$ cat src/common/dtm_pkg.sv
/*
  Constants, register offsets and the timer mode type shared by the dual
  counter/timer block. Assumes an 8-bit special function register bus.
*/
`default_nettype none
package dtm_pkg;
  // register offsets on the special function register bus
  localparam logic [7:0] DTM_ADDR_CTRL    = 8'h88;
  localparam logic [7:0] DTM_ADDR_MODE    = 8'h89;
  localparam logic [7:0] DTM_ADDR_TMR0_LO = 8'h8A;
  localparam logic [7:0] DTM_ADDR_TMR1_LO = 8'h8B;
  localparam logic [7:0] DTM_ADDR_TMR0_HI = 8'h8C;
  localparam logic [7:0] DTM_ADDR_TMR1_HI = 8'h8D;

  localparam logic [7:0] DTM_CTRL_RST  = 8'h00;
  localparam logic [7:0] DTM_MODE_RST  = 8'h00;
  localparam logic [7:0] DTM_CNT_RST   = 8'h00;
  localparam logic [7:0] DTM_UNMAPPED  = 8'h00;
  localparam logic [7:0] DTM_BYTE_ONES = 8'hFF;
  localparam logic [7:0] DTM_BYTE_ONE  = 8'h01;
  localparam logic [4:0] DTM_LOW5_ONES = 5'h1F;
  localparam logic [12:0] DTM_CNT13_ONE = 13'h0001;
  localparam logic [15:0] DTM_CNT16_ONE = 16'h0001;

  // control/status register bit positions
  localparam int DTM_CTL_OVF_1  = 7;
  localparam int DTM_CTL_RUN_1  = 6;
  localparam int DTM_CTL_OVF_0  = 5;
  localparam int DTM_CTL_RUN_0  = 4;
  localparam int DTM_CTL_EXF_1  = 3;
  localparam int DTM_CTL_EXTY_1 = 2;
  localparam int DTM_CTL_EXF_0  = 1;
  localparam int DTM_CTL_EXTY_0 = 0;

  // mode register bit positions
  localparam int DTM_MD_GATE_1  = 7;
  localparam int DTM_MD_CSEL_1  = 6;
  localparam int DTM_MD_MODE_1  = 4;
  localparam int DTM_MD_GATE_0  = 3;
  localparam int DTM_MD_CSEL_0  = 2;
  localparam int DTM_MD_MODE_0  = 0;

  typedef enum logic [1:0] {
    DTM_MODE_13BIT  = 2'b00,
    DTM_MODE_16BIT  = 2'b01,
    DTM_MODE_RELOAD = 2'b10,
    DTM_MODE_SPLIT  = 2'b11
  } dtm_mode_t;
endpackage
`default_nettype wire

$ cat src/design/dtm_count_source.sv
/*
  Count-enable unit for one timer: picks the timebase and applies run and
  gating. Assumes the pin and gate inputs are synchronous to core_clk.
*/
`timescale 1ns/1ns
`default_nettype none
module dtm_count_source
  import dtm_pkg::*;
(
  input  wire logic core_clk,      // system clock
  input  wire logic rst,           // async reset, active high
  input  wire logic run,           // run control
  input  wire logic gate_en,       // external gating enabled
  input  wire logic gate_active,   // external gate input active
  input  wire logic count_sel,     // 1: count pin falling edges
  input  wire logic clock_sel,     // 1: system clock, 0: prescaled
  input  wire logic prescale_tick, // prescaled clock enable
  input  wire logic count_pin,     // external count input
  output logic      count_pulse    // one increment this cycle
);
  logic pin_prev_reg;
  wire  enabled  = run & (~gate_en | gate_active);
  wire  fall     = pin_prev_reg & ~count_pin;
  wire  timebase = count_sel ? fall : (clock_sel | prescale_tick);

  assign count_pulse = enabled & timebase;

  always_ff @(posedge core_clk or posedge rst)
  begin
    if (rst)
      pin_prev_reg <= 1'b0;
    else
      pin_prev_reg <= count_pin;
  end

  property p_fall_counts;
    @(posedge core_clk) disable iff (rst)
      (run && !gate_en && count_sel && pin_prev_reg && !count_pin) |-> count_pulse;
  endproperty
  a_fall_counts: assert property (p_fall_counts)
    else $error("falling edge on count pin did not count");
endmodule
`default_nettype wire

$ cat src/design/dtm_timers.sv
/*
  Two counter/timers in modes 0 to 3 with the control/status register,
  reached over the special function register bus. Assumes the core issues
  single-cycle byte or bit writes and that vector acks are one-cycle pulses.
*/
// Notes on behaviour
// mode 1 counts the full 16-bit high:low register, enabled as mode 0.
// mode 2 counts the low byte; high byte holds the reload value.
// low byte rolling over from all ones sets overflow flag and reloads.
// reloading never modifies the high byte reload value.
// software loads the low byte before enabling an auto-reload timer.
// timer counts only with run set and gate clear or gate input active; in split mode timer 1 ignores its run and gate bits.
// timer 1 auto-reload behaves like timer 0 with its own bits.
// split mode: timer 0 low byte is a counter under timer 0 controls.
// split low byte counts system/prescaled clock or pin per count-select.
// split high byte is a timer only, run by timer 1 run bit.
// split high byte overflow sets timer 1 overflow flag.
// in split mode timer 1 counts no pins and sets no flag.
// timer 1 overflow still reaches baud and conversion trigger output.
// in split mode timer 1 runs in modes 0..2, stops in mode 3.
// overflow flags set by hardware, cleared by software or on vectoring.
// type bit: 0 level follows input, 1 edge sets flag, vector clears.
// control register resets to zero and is bit writable.
// counter mode increments on each sampled falling edge of the pin.
// timer mode uses system clock if clock-select set, else prescaled.
// setting run does not clear or preload the count registers.
`timescale 1ns/1ns
`default_nettype none
module dtm_timers
  import dtm_pkg::*;
(
  input  wire logic       core_clk,                // system clock, 100 MHz
  input  wire logic       rst,                     // async reset, active high
  input  wire logic [7:0] sfr_addr,                // register address
  input  wire logic       sfr_wr_en,               // byte write strobe
  input  wire logic [7:0] sfr_wdata,               // byte write data
  input  wire logic       sfr_bit_wr_en,           // single-bit write strobe
  input  wire logic [2:0] sfr_bit_idx,             // bit number for bit write
  input  wire logic       sfr_bit_val,             // bit write value
  input  wire logic       sfr_rd_en,               // read strobe
  output logic      [7:0] sfr_rdata,               // read data, next cycle
  input  wire logic       timer_zero_count_pin,    // timer 0 count input
  input  wire logic       timer_one_count_pin,     // timer 1 count input
  input  wire logic       ext_gate_input_zero,     // external input 0
  input  wire logic       ext_gate_input_one,      // external input 1
  input  wire logic       ext_input_zero_polarity, // 1: input 0 active high
  input  wire logic       ext_input_one_polarity,  // 1: input 1 active high
  input  wire logic       timer_zero_clock_select, // 1: timer 0 on system clock
  input  wire logic       timer_one_clock_select,  // 1: timer 1 on system clock
  input  wire logic       prescale_tick,           // prescaled clock enable
  input  wire logic       timer_zero_vector_ack,   // core vectors to timer 0
  input  wire logic       timer_one_vector_ack,    // core vectors to timer 1
  input  wire logic       ext_zero_vector_ack,     // core vectors to ext 0
  input  wire logic       ext_one_vector_ack,      // core vectors to ext 1
  output logic            timer_zero_irq,          // timer 0 overflow flag
  output logic            timer_one_irq,           // timer 1 overflow flag
  output logic            ext_irq_zero,            // external flag 0
  output logic            ext_irq_one,             // external flag 1
  output logic            timer_one_overflow_tick  // timer 1 overflow pulse
);
  logic [7:0] ctl_reg, ctl_next;
  logic [7:0] mode_reg;
  logic [7:0] tmr0_lo_reg, tmr0_lo_next, tmr0_hi_reg, tmr0_hi_next;
  logic [7:0] tmr1_lo_reg, tmr1_lo_next, tmr1_hi_reg, tmr1_hi_next;
  logic [7:0] rdata_reg;
  logic       ovf1_tick_reg;
  logic [1:0] ext_prev_reg;

  // returns {overflow, high next, low next} for one increment
  function automatic logic [16:0] dtm_step(input dtm_mode_t m, input logic [7:0] hi,
                                           input logic [7:0] lo);
    logic [12:0] c13;
    logic [15:0] c16;
    c13 = {hi, lo[4:0]} + DTM_CNT13_ONE;
    c16 = {hi, lo} + DTM_CNT16_ONE;
    unique case (m)
      DTM_MODE_13BIT:  dtm_step = {(hi == DTM_BYTE_ONES) && (lo[4:0] == DTM_LOW5_ONES),
                                   c13[12:5], lo[7:5], c13[4:0]};
      DTM_MODE_16BIT:  dtm_step = {(hi == DTM_BYTE_ONES) && (lo == DTM_BYTE_ONES),
                                   c16};
      DTM_MODE_RELOAD: dtm_step = (lo == DTM_BYTE_ONES) ? {1'b1, hi, hi}
                                                        : {1'b0, hi, lo + DTM_BYTE_ONE};
      DTM_MODE_SPLIT:  dtm_step = {lo == DTM_BYTE_ONES, hi, lo + DTM_BYTE_ONE};
    endcase
  endfunction

  // mode decode
  dtm_mode_t tmr0_mode, tmr1_mode;
  assign tmr0_mode = dtm_mode_t'(mode_reg[DTM_MD_MODE_0 +: 2]);
  assign tmr1_mode = dtm_mode_t'(mode_reg[DTM_MD_MODE_1 +: 2]);
  wire split     = (tmr0_mode == DTM_MODE_SPLIT);
  wire ext0_act  = ext_gate_input_zero ~^ ext_input_zero_polarity;
  wire ext1_act  = ext_gate_input_one ~^ ext_input_one_polarity;

  // count-source inputs per timer
  wire [1:0] src_run, src_gate, src_act, src_csel, src_ksel, src_pin, src_pulse;
  assign src_run[0]  = ctl_reg[DTM_CTL_RUN_0];
  assign src_run[1]  = (tmr1_mode != DTM_MODE_SPLIT) &
                       (split | ctl_reg[DTM_CTL_RUN_1]);
  assign src_gate[0] = mode_reg[DTM_MD_GATE_0];
  assign src_gate[1] = mode_reg[DTM_MD_GATE_1] & ~split;
  assign src_act     = {ext1_act, ext0_act};
  assign src_csel[0] = mode_reg[DTM_MD_CSEL_0];
  assign src_csel[1] = mode_reg[DTM_MD_CSEL_1] & ~split;
  assign src_ksel    = {timer_one_clock_select, timer_zero_clock_select};
  assign src_pin     = {timer_one_count_pin, timer_zero_count_pin};

  genvar gi;
  generate
    for (gi = 0; gi < 2; gi++)
    begin : g_src
      dtm_count_source u_src (
        .core_clk      (core_clk),
        .rst           (rst),
        .run           (src_run[gi]),
        .gate_en       (src_gate[gi]),
        .gate_active   (src_act[gi]),
        .count_sel     (src_csel[gi]),
        .clock_sel     (src_ksel[gi]),
        .prescale_tick (prescale_tick),
        .count_pin     (src_pin[gi]),
        .count_pulse   (src_pulse[gi])
      );
    end
  endgenerate

  // counting
  wire [16:0] step0    = dtm_step(tmr0_mode, tmr0_hi_reg, tmr0_lo_reg);
  wire [16:0] step1    = dtm_step(tmr1_mode, tmr1_hi_reg, tmr1_lo_reg);
  wire        ovf0     = src_pulse[0] & step0[16];
  wire        ovf1     = src_pulse[1] & step1[16];
  // split high byte is a plain timer: never the pin, always timer 0 clock choice
  wire        hi_tick  = split & ctl_reg[DTM_CTL_RUN_1] &
                         (timer_zero_clock_select | prescale_tick);
  wire        hi_ovf   = hi_tick & (tmr0_hi_reg == DTM_BYTE_ONES);
  wire [7:0]  hi_inc   = tmr0_hi_reg + DTM_BYTE_ONE;

  // bus decode
  wire wr_ctl  = sfr_wr_en & (sfr_addr == DTM_ADDR_CTRL);
  wire bit_ctl = sfr_bit_wr_en & (sfr_addr == DTM_ADDR_CTRL);
  wire wr_mode = sfr_wr_en & (sfr_addr == DTM_ADDR_MODE);
  wire wr_0lo  = sfr_wr_en & (sfr_addr == DTM_ADDR_TMR0_LO);
  wire wr_0hi  = sfr_wr_en & (sfr_addr == DTM_ADDR_TMR0_HI);
  wire wr_1lo  = sfr_wr_en & (sfr_addr == DTM_ADDR_TMR1_LO);
  wire wr_1hi  = sfr_wr_en & (sfr_addr == DTM_ADDR_TMR1_HI);
  wire [7:0] read_mux =
    (sfr_addr == DTM_ADDR_CTRL)    ? ctl_reg     :
    (sfr_addr == DTM_ADDR_MODE)    ? mode_reg    :
    (sfr_addr == DTM_ADDR_TMR0_LO) ? tmr0_lo_reg :
    (sfr_addr == DTM_ADDR_TMR0_HI) ? tmr0_hi_reg :
    (sfr_addr == DTM_ADDR_TMR1_LO) ? tmr1_lo_reg :
    (sfr_addr == DTM_ADDR_TMR1_HI) ? tmr1_hi_reg : DTM_UNMAPPED;

  // software writes win over a count in the same cycle; counts resume from
  // whatever is held, run never preloads
  always_comb
  begin
    tmr0_lo_next = wr_0lo ? sfr_wdata : (src_pulse[0] ? step0[7:0] : tmr0_lo_reg);
    tmr1_lo_next = wr_1lo ? sfr_wdata : (src_pulse[1] ? step1[7:0] : tmr1_lo_reg);
    tmr1_hi_next = wr_1hi ? sfr_wdata : (src_pulse[1] ? step1[15:8] : tmr1_hi_reg);
    if (wr_0hi)
      tmr0_hi_next = sfr_wdata;
    else if (split)
      tmr0_hi_next = hi_tick ? hi_inc : tmr0_hi_reg;
    else
      tmr0_hi_next = src_pulse[0] ? step0[15:8] : tmr0_hi_reg;
  end

  // control register: software write, then vector clears, then hardware sets
  wire edge0 = ext0_act & ~ext_prev_reg[0];
  wire edge1 = ext1_act & ~ext_prev_reg[1];
  always_comb
  begin
    ctl_next = ctl_reg;
    if (wr_ctl)
      ctl_next = sfr_wdata;
    else if (bit_ctl)
      ctl_next[sfr_bit_idx] = sfr_bit_val;
    if (timer_zero_vector_ack)
      ctl_next[DTM_CTL_OVF_0] = 1'b0;
    if (timer_one_vector_ack)
      ctl_next[DTM_CTL_OVF_1] = 1'b0;
    if (ext_zero_vector_ack)
      ctl_next[DTM_CTL_EXF_0] = 1'b0;
    if (ext_one_vector_ack)
      ctl_next[DTM_CTL_EXF_1] = 1'b0;
    if (ovf0)
      ctl_next[DTM_CTL_OVF_0] = 1'b1;
    if ((ovf1 & ~split) | hi_ovf)
      ctl_next[DTM_CTL_OVF_1] = 1'b1;
    if (ctl_reg[DTM_CTL_EXTY_0])
      ctl_next[DTM_CTL_EXF_0] = ctl_next[DTM_CTL_EXF_0] | edge0;
    else
      ctl_next[DTM_CTL_EXF_0] = ext0_act;
    if (ctl_reg[DTM_CTL_EXTY_1])
      ctl_next[DTM_CTL_EXF_1] = ctl_next[DTM_CTL_EXF_1] | edge1;
    else
      ctl_next[DTM_CTL_EXF_1] = ext1_act;
  end

  always_ff @(posedge core_clk or posedge rst)
  begin
    if (rst)
    begin
      ctl_reg       <= DTM_CTRL_RST;
      mode_reg      <= DTM_MODE_RST;
      tmr0_lo_reg   <= DTM_CNT_RST;
      tmr0_hi_reg   <= DTM_CNT_RST;
      tmr1_lo_reg   <= DTM_CNT_RST;
      tmr1_hi_reg   <= DTM_CNT_RST;
      rdata_reg     <= DTM_UNMAPPED;
      ovf1_tick_reg <= 1'b0;
      ext_prev_reg  <= 2'b00;
    end
    else
    begin
      ctl_reg       <= ctl_next;
      mode_reg      <= wr_mode ? sfr_wdata : mode_reg;
      tmr0_lo_reg   <= tmr0_lo_next;
      tmr0_hi_reg   <= tmr0_hi_next;
      tmr1_lo_reg   <= tmr1_lo_next;
      tmr1_hi_reg   <= tmr1_hi_next;
      rdata_reg     <= sfr_rd_en ? read_mux : rdata_reg;
      ovf1_tick_reg <= ovf1;
      ext_prev_reg  <= {ext1_act, ext0_act};
    end
  end

  assign sfr_rdata               = rdata_reg;
  assign timer_zero_irq          = ctl_reg[DTM_CTL_OVF_0];
  assign timer_one_irq           = ctl_reg[DTM_CTL_OVF_1];
  assign ext_irq_zero            = ctl_reg[DTM_CTL_EXF_0];
  assign ext_irq_one             = ctl_reg[DTM_CTL_EXF_1];
  assign timer_one_overflow_tick = ovf1_tick_reg;

  wire no_cnt_wr = !(wr_0lo || wr_0hi || wr_1lo || wr_1hi);

  property p_reload;
    @(posedge core_clk) disable iff (rst)
      (tmr0_mode == DTM_MODE_RELOAD && src_pulse[0] && tmr0_lo_reg == DTM_BYTE_ONES
       && no_cnt_wr) |=> (tmr0_lo_reg == $past(tmr0_hi_reg)) && timer_zero_irq;
  endproperty
  a_reload: assert property (p_reload)
    else $error("mode 2 rollover did not reload and flag");

  property p_reload_keep;
    @(posedge core_clk) disable iff (rst)
      (tmr1_mode == DTM_MODE_RELOAD && !wr_1hi) |=> $stable(tmr1_hi_reg);
  endproperty
  a_reload_keep: assert property (p_reload_keep)
    else $error("reload value changed");

  property p_sixteen;
    @(posedge core_clk) disable iff (rst)
      (tmr0_mode == DTM_MODE_16BIT && src_pulse[0] && tmr0_lo_reg == DTM_BYTE_ONES
       && no_cnt_wr) |=> tmr0_hi_reg == $past(tmr0_hi_reg) + DTM_BYTE_ONE && tmr0_lo_reg == 8'h00;
  endproperty
  a_sixteen: assert property (p_sixteen)
    else $error("16-bit carry into high byte missing");

  property p_gate_hold;
    @(posedge core_clk) disable iff (rst)
      (!split && (!ctl_reg[DTM_CTL_RUN_0] || (mode_reg[DTM_MD_GATE_0] && !ext0_act))
       && no_cnt_wr) |=> $stable(tmr0_lo_reg) && $stable(tmr0_hi_reg);
  endproperty
  a_gate_hold: assert property (p_gate_hold)
    else $error("timer 0 counted while disabled");

  property p_split_flag;
    @(posedge core_clk) disable iff (rst)
      hi_ovf |=> timer_one_irq ##0 tmr0_hi_reg == 8'h00 || $past(wr_0hi);
  endproperty
  a_split_flag: assert property (p_split_flag)
    else $error("split high byte overflow did not set timer 1 flag");

  property p_split_noflag;
    @(posedge core_clk) disable iff (rst)
      (split && !hi_ovf && !timer_one_irq && !wr_ctl && !bit_ctl) |=> !timer_one_irq;
  endproperty
  a_split_noflag: assert property (p_split_noflag)
    else $error("timer 1 set its own flag in split mode");

  property p_tick;
    @(posedge core_clk) disable iff (rst)
      ovf1 |=> timer_one_overflow_tick ##1 !timer_one_overflow_tick || $past(ovf1);
  endproperty
  a_tick: assert property (p_tick)
    else $error("timer 1 overflow tick missing");

  property p_t1_stop;
    @(posedge core_clk) disable iff (rst)
      (tmr1_mode == DTM_MODE_SPLIT && !wr_1lo && !wr_1hi) |=>
        $stable(tmr1_lo_reg) && $stable(tmr1_hi_reg);
  endproperty
  a_t1_stop: assert property (p_t1_stop)
    else $error("timer 1 ran in mode 3");

  property p_set_wins;
    @(posedge core_clk) disable iff (rst)
      (ovf0 && (timer_zero_vector_ack || wr_ctl)) |=> timer_zero_irq;
  endproperty
  a_set_wins: assert property (p_set_wins)
    else $error("overflow lost against a clear");

  property p_edge;
    @(posedge core_clk) disable iff (rst)
      (ctl_reg[DTM_CTL_EXTY_0] && edge0) |=> ext_irq_zero;
  endproperty
  a_edge: assert property (p_edge)
    else $error("edge did not set external flag 0");
endmodule
`default_nettype wire

$ cat config.mk
export PLATFORM = sky130hd
export DESIGN_NAME = dtm_timers
export DESIGN_NICKNAME = d
export VERILOG_FILES = /design/src/common/dtm_pkg.sv /design/src/design/dtm_count_source.sv /design/src/design/dtm_timers.sv
export SDC_FILE = /design/constraint.sdc
export NUM_CORES = 1
export LEC_CHECK = 0
export BUFFER_PORTS_ARGS = -buffer_cell sky130_fd_sc_hd__clkbuf_2
export CAP_MARGIN = 0
export CORE_UTILIZATION = 38
export DETAILED_ROUTE_END_ITERATION = 10
export SETUP_SLACK_MARGIN = 0.4
export SYNTH_ARGS = -nofsm -noshare
export SYNTH_HDL_FRONTEND = slang
export SYNTH_SLANG_ARGS = --single-unit
$ cat constraint.sdc
create_clock -name core_clk -period 1.8 [get_ports core_clk]
set_input_delay 0.45 -clock core_clk [delete_from_list [all_inputs] [get_ports core_clk]]
set_output_delay 0.45 -clock core_clk [all_outputs]
set_load 0.02 [all_outputs]
==> reports/summary.txt <==
Total Routing Usage GR = 29.9%
Post-place setup slack = -335 ps
First-pass GRT wire length = 28.4 mm
Fin nets = 804
Seq/Total Area, Yosys = 33.8%
Syn_nets = 615
Share of layout cells above drive strength 1 = 49.2%
Lkg Pwr = 3.07 nW
Synth cell types = 67
H-tree depth = 3
Max frequency = 507 MHz
Post-Syn Area = 0.00452 mm²
Crit path time final = 1970 ps
Pwr Density = 696 mW/mm²
Register area = 0.00154 mm²
Drt pass-1 iters = 8
Routed via count = 5463
Total negative slack = -408 ps
Number of global-route vias before repair = 5219
Final worst slack = -171 ps
DRT antenna net count = 0
DR WL/cell = 20.8 µm
Area share of the largest cell type after synthesis = 33.8%
Top Ports = 51
Worst Setup Start Kind = flip-flop
Most frequent cells after synthesis = nand2_1, dfrtp_1, nor2_1
Max-cap violation count = 0
Ys flop type = dfrtp_1
Grt total ovfl = 0
Status = finished, violations left
Largest area contributor in the netlist = dfrtp_1
Die height = 111 µm
Asr flop ratio synth = 100%
Die X = 111 µm
Reg clk slew, reported paths = 60 ps
Count of final max-slew check failures = 0
Final hold viol count = 0
Initial antenna violation count = 0
Cell Rows = 39
Synth area leaders = dfrtp_1, nand2_1, a21oi_1, nor2_1, o21ai_0
Synth Instances = 572
Root buffer cell = clkbuf_16
Cell with the most instances after synthesis = nand2_1
Vias per std cell = 6.01
Starting Density = 39.2%
Worst R2R Setup Slack = -170 ps
Yosys warning total = 0
Final Cycle Share = 110%
RSZ-0062 raised after global routing = true
Post-synth EDFFs = 0
Clock Sinks = 61
DP HPWL = 12.6 mm
Failing checks = DRC, setup timing
CP endpoint kind = flip-flop
Largest net degree at the start of global routing = 27
Slew at the pin closest to its max-slew limit = 530 ps
Yosys reg bits = 61
Antenna fix cells = 0
CTS Buffer Depth = 2
Clock Latency Late Sink = 340 ps
Peak VDD IR = 0.386 mV
Buffers on Ports = 50
RR Startpoint = tmr0_lo_reg[1]
Synthesis-to-finish area growth = 66.4%
Num CTS Buffers = 9
Die ar. = 0.0123 mm²
Hold Crit Class = input pin to async pin
Data required, critical path = 2060 ps
Avg Inst Size Synth = 7.90 µm²
Relative slew slack = 64.6%
CTS tree = yes
CTS Hold Bufs = 0
WS Path Type = flip-flop to flip-flop
DRC Markers = 10
Arrival @ worst endpoint = 2240 ps
Area of the core = 0.0115 mm²
Final setup vio count = 10
CP Launch Point = tmr0_lo_reg[1]
Total Wirelength = 18.9 mm
1st-iter DRT viols = 487
Max Clock Skew = 7.80 ps
Placer Congestion = 0.912
Area occupied by multi-input gates = 0.00365 mm²
Max FO, Critical Path = 4
Fillers = 877
-- final timing paths --
kind,to,cells after the start
max,tmr0_hi_reg[7],7
min reg2reg,ctl_reg[3],3
max reg2reg,tmr0_hi_reg[7],7
min,tmr1_lo_reg[3],2
min in group core_clk,g_src[1].u_src.pin_prev_reg,1
max in group asynchronous,ctl_reg[3],3
-- layer usage --
| layer | wire, µm | vias to the layer above | GRT usage (%) | share of wire [%] |
|---|---|---|---|---|
| met2 | 8720 | 264 | 45.9 | 46 |
| met1 | 8040 | 2686 | 40.9 | 43 |
| met4 | 808 | 0 | 15.2 | 4.3 |
| met5 | 0 | - | 0 | 0 |
| li1 | - | 2461 | - | - |
| met3 | 1340 | 52 | 4.76 | 7.1 |
-- area by class of cell --
type / count / share of cell area [%]
Clock inverter: 6 / 0.833
Tap cell: 143 / 2.38
Timing Repair Buffer: 212 / 23.4
Clock buffer: 10 / 3.18
Multi-Input combinational cell: 454 / 48.5
Sequential cell: 61 / 20.4
Inverter: 23 / 1.25
-- worst max-delay path: stages, from the launching register on --
cell,delay [ps]
dfrtp_1,410
ha_4,180
and4_4,290
nor2_1,70
a211oi_2,190
a31oi_1,90
or4_1,520
a21oi_1,150
-- layout by cell type (no fill, tap or decap), types with 6 or more instances in the layout --
cell type	n
buf_4	114
nand2_1	58
dfrtp_1	54
nor2_1	50
clkbuf_2	45
buf_6	41
a21oi_1	29
o21ai_1	22
inv_1	20
a21oi_2	19
nand3_1	18
o211ai_1	15
o21ai_0	14
xnor2_1	14
mux2i_1	14
nand2_2	11
nor2b_1	10
clkbuf_16	10
nor3_1	7
nor3_4	7
o221ai_1	7
dfrtp_2	7
buf_12	7
nand2_4	6
nor4_4	6
-- metrics by stage --
| step | hold WS (ps) | area, µm² | std cells | total power, W | utilization (%) |
|---|---|---|---|---|---|
| floorplan | 481 | 4820 | 572 | 0.00238 | - |
| global placement | 500 | 5980 | 849 | 0.00297 | 51.9 |
| CTS | 156 | 6980 | 888 | 0.00499 | 60.6 |
| detailed placement | 506 | 5980 | 849 | 0.00300 | 51.9 |
| finish | 134 | 7510 | 909 | 0.00523 | 65.3 |
| global route | 174 | 7510 | 909 | 0.00543 | 65.3 |
-- kinds of logic (layout without fill, tap and decap cells) --
| logic type | Yosys count | count (layout) | synth area share [%] |
|---|---|---|---|
| flops | 61 | 61 | 33.8 |
| simple gates | 242 | 242 | 28.1 |
| mux | 20 | 20 | 4.57 |
| xor+xnor | 18 | 18 | 3.49 |
| fa+ha+maj | 5 | 5 | 1.39 |
| compound gates | 168 | 169 | 23.4 |
| buf+inv | 58 | 251 | 5.32 |
-- power breakdown --
group / switching (W) / internal, W
sequential: 0.000206 / 0.00155
clock: 0.000688 / 0.00110
combinational: 0.000881 / 0.000803
total: 0.00177 / 0.00346
-- repair_timing --
item	in CTS	in global routing
gates resized for setup	118	86
endpoints found under the setup margin	60	59
buffers inserted	22	20
pin swaps	59	53
cloned	1	1
(Power assumes the default switching activity.)
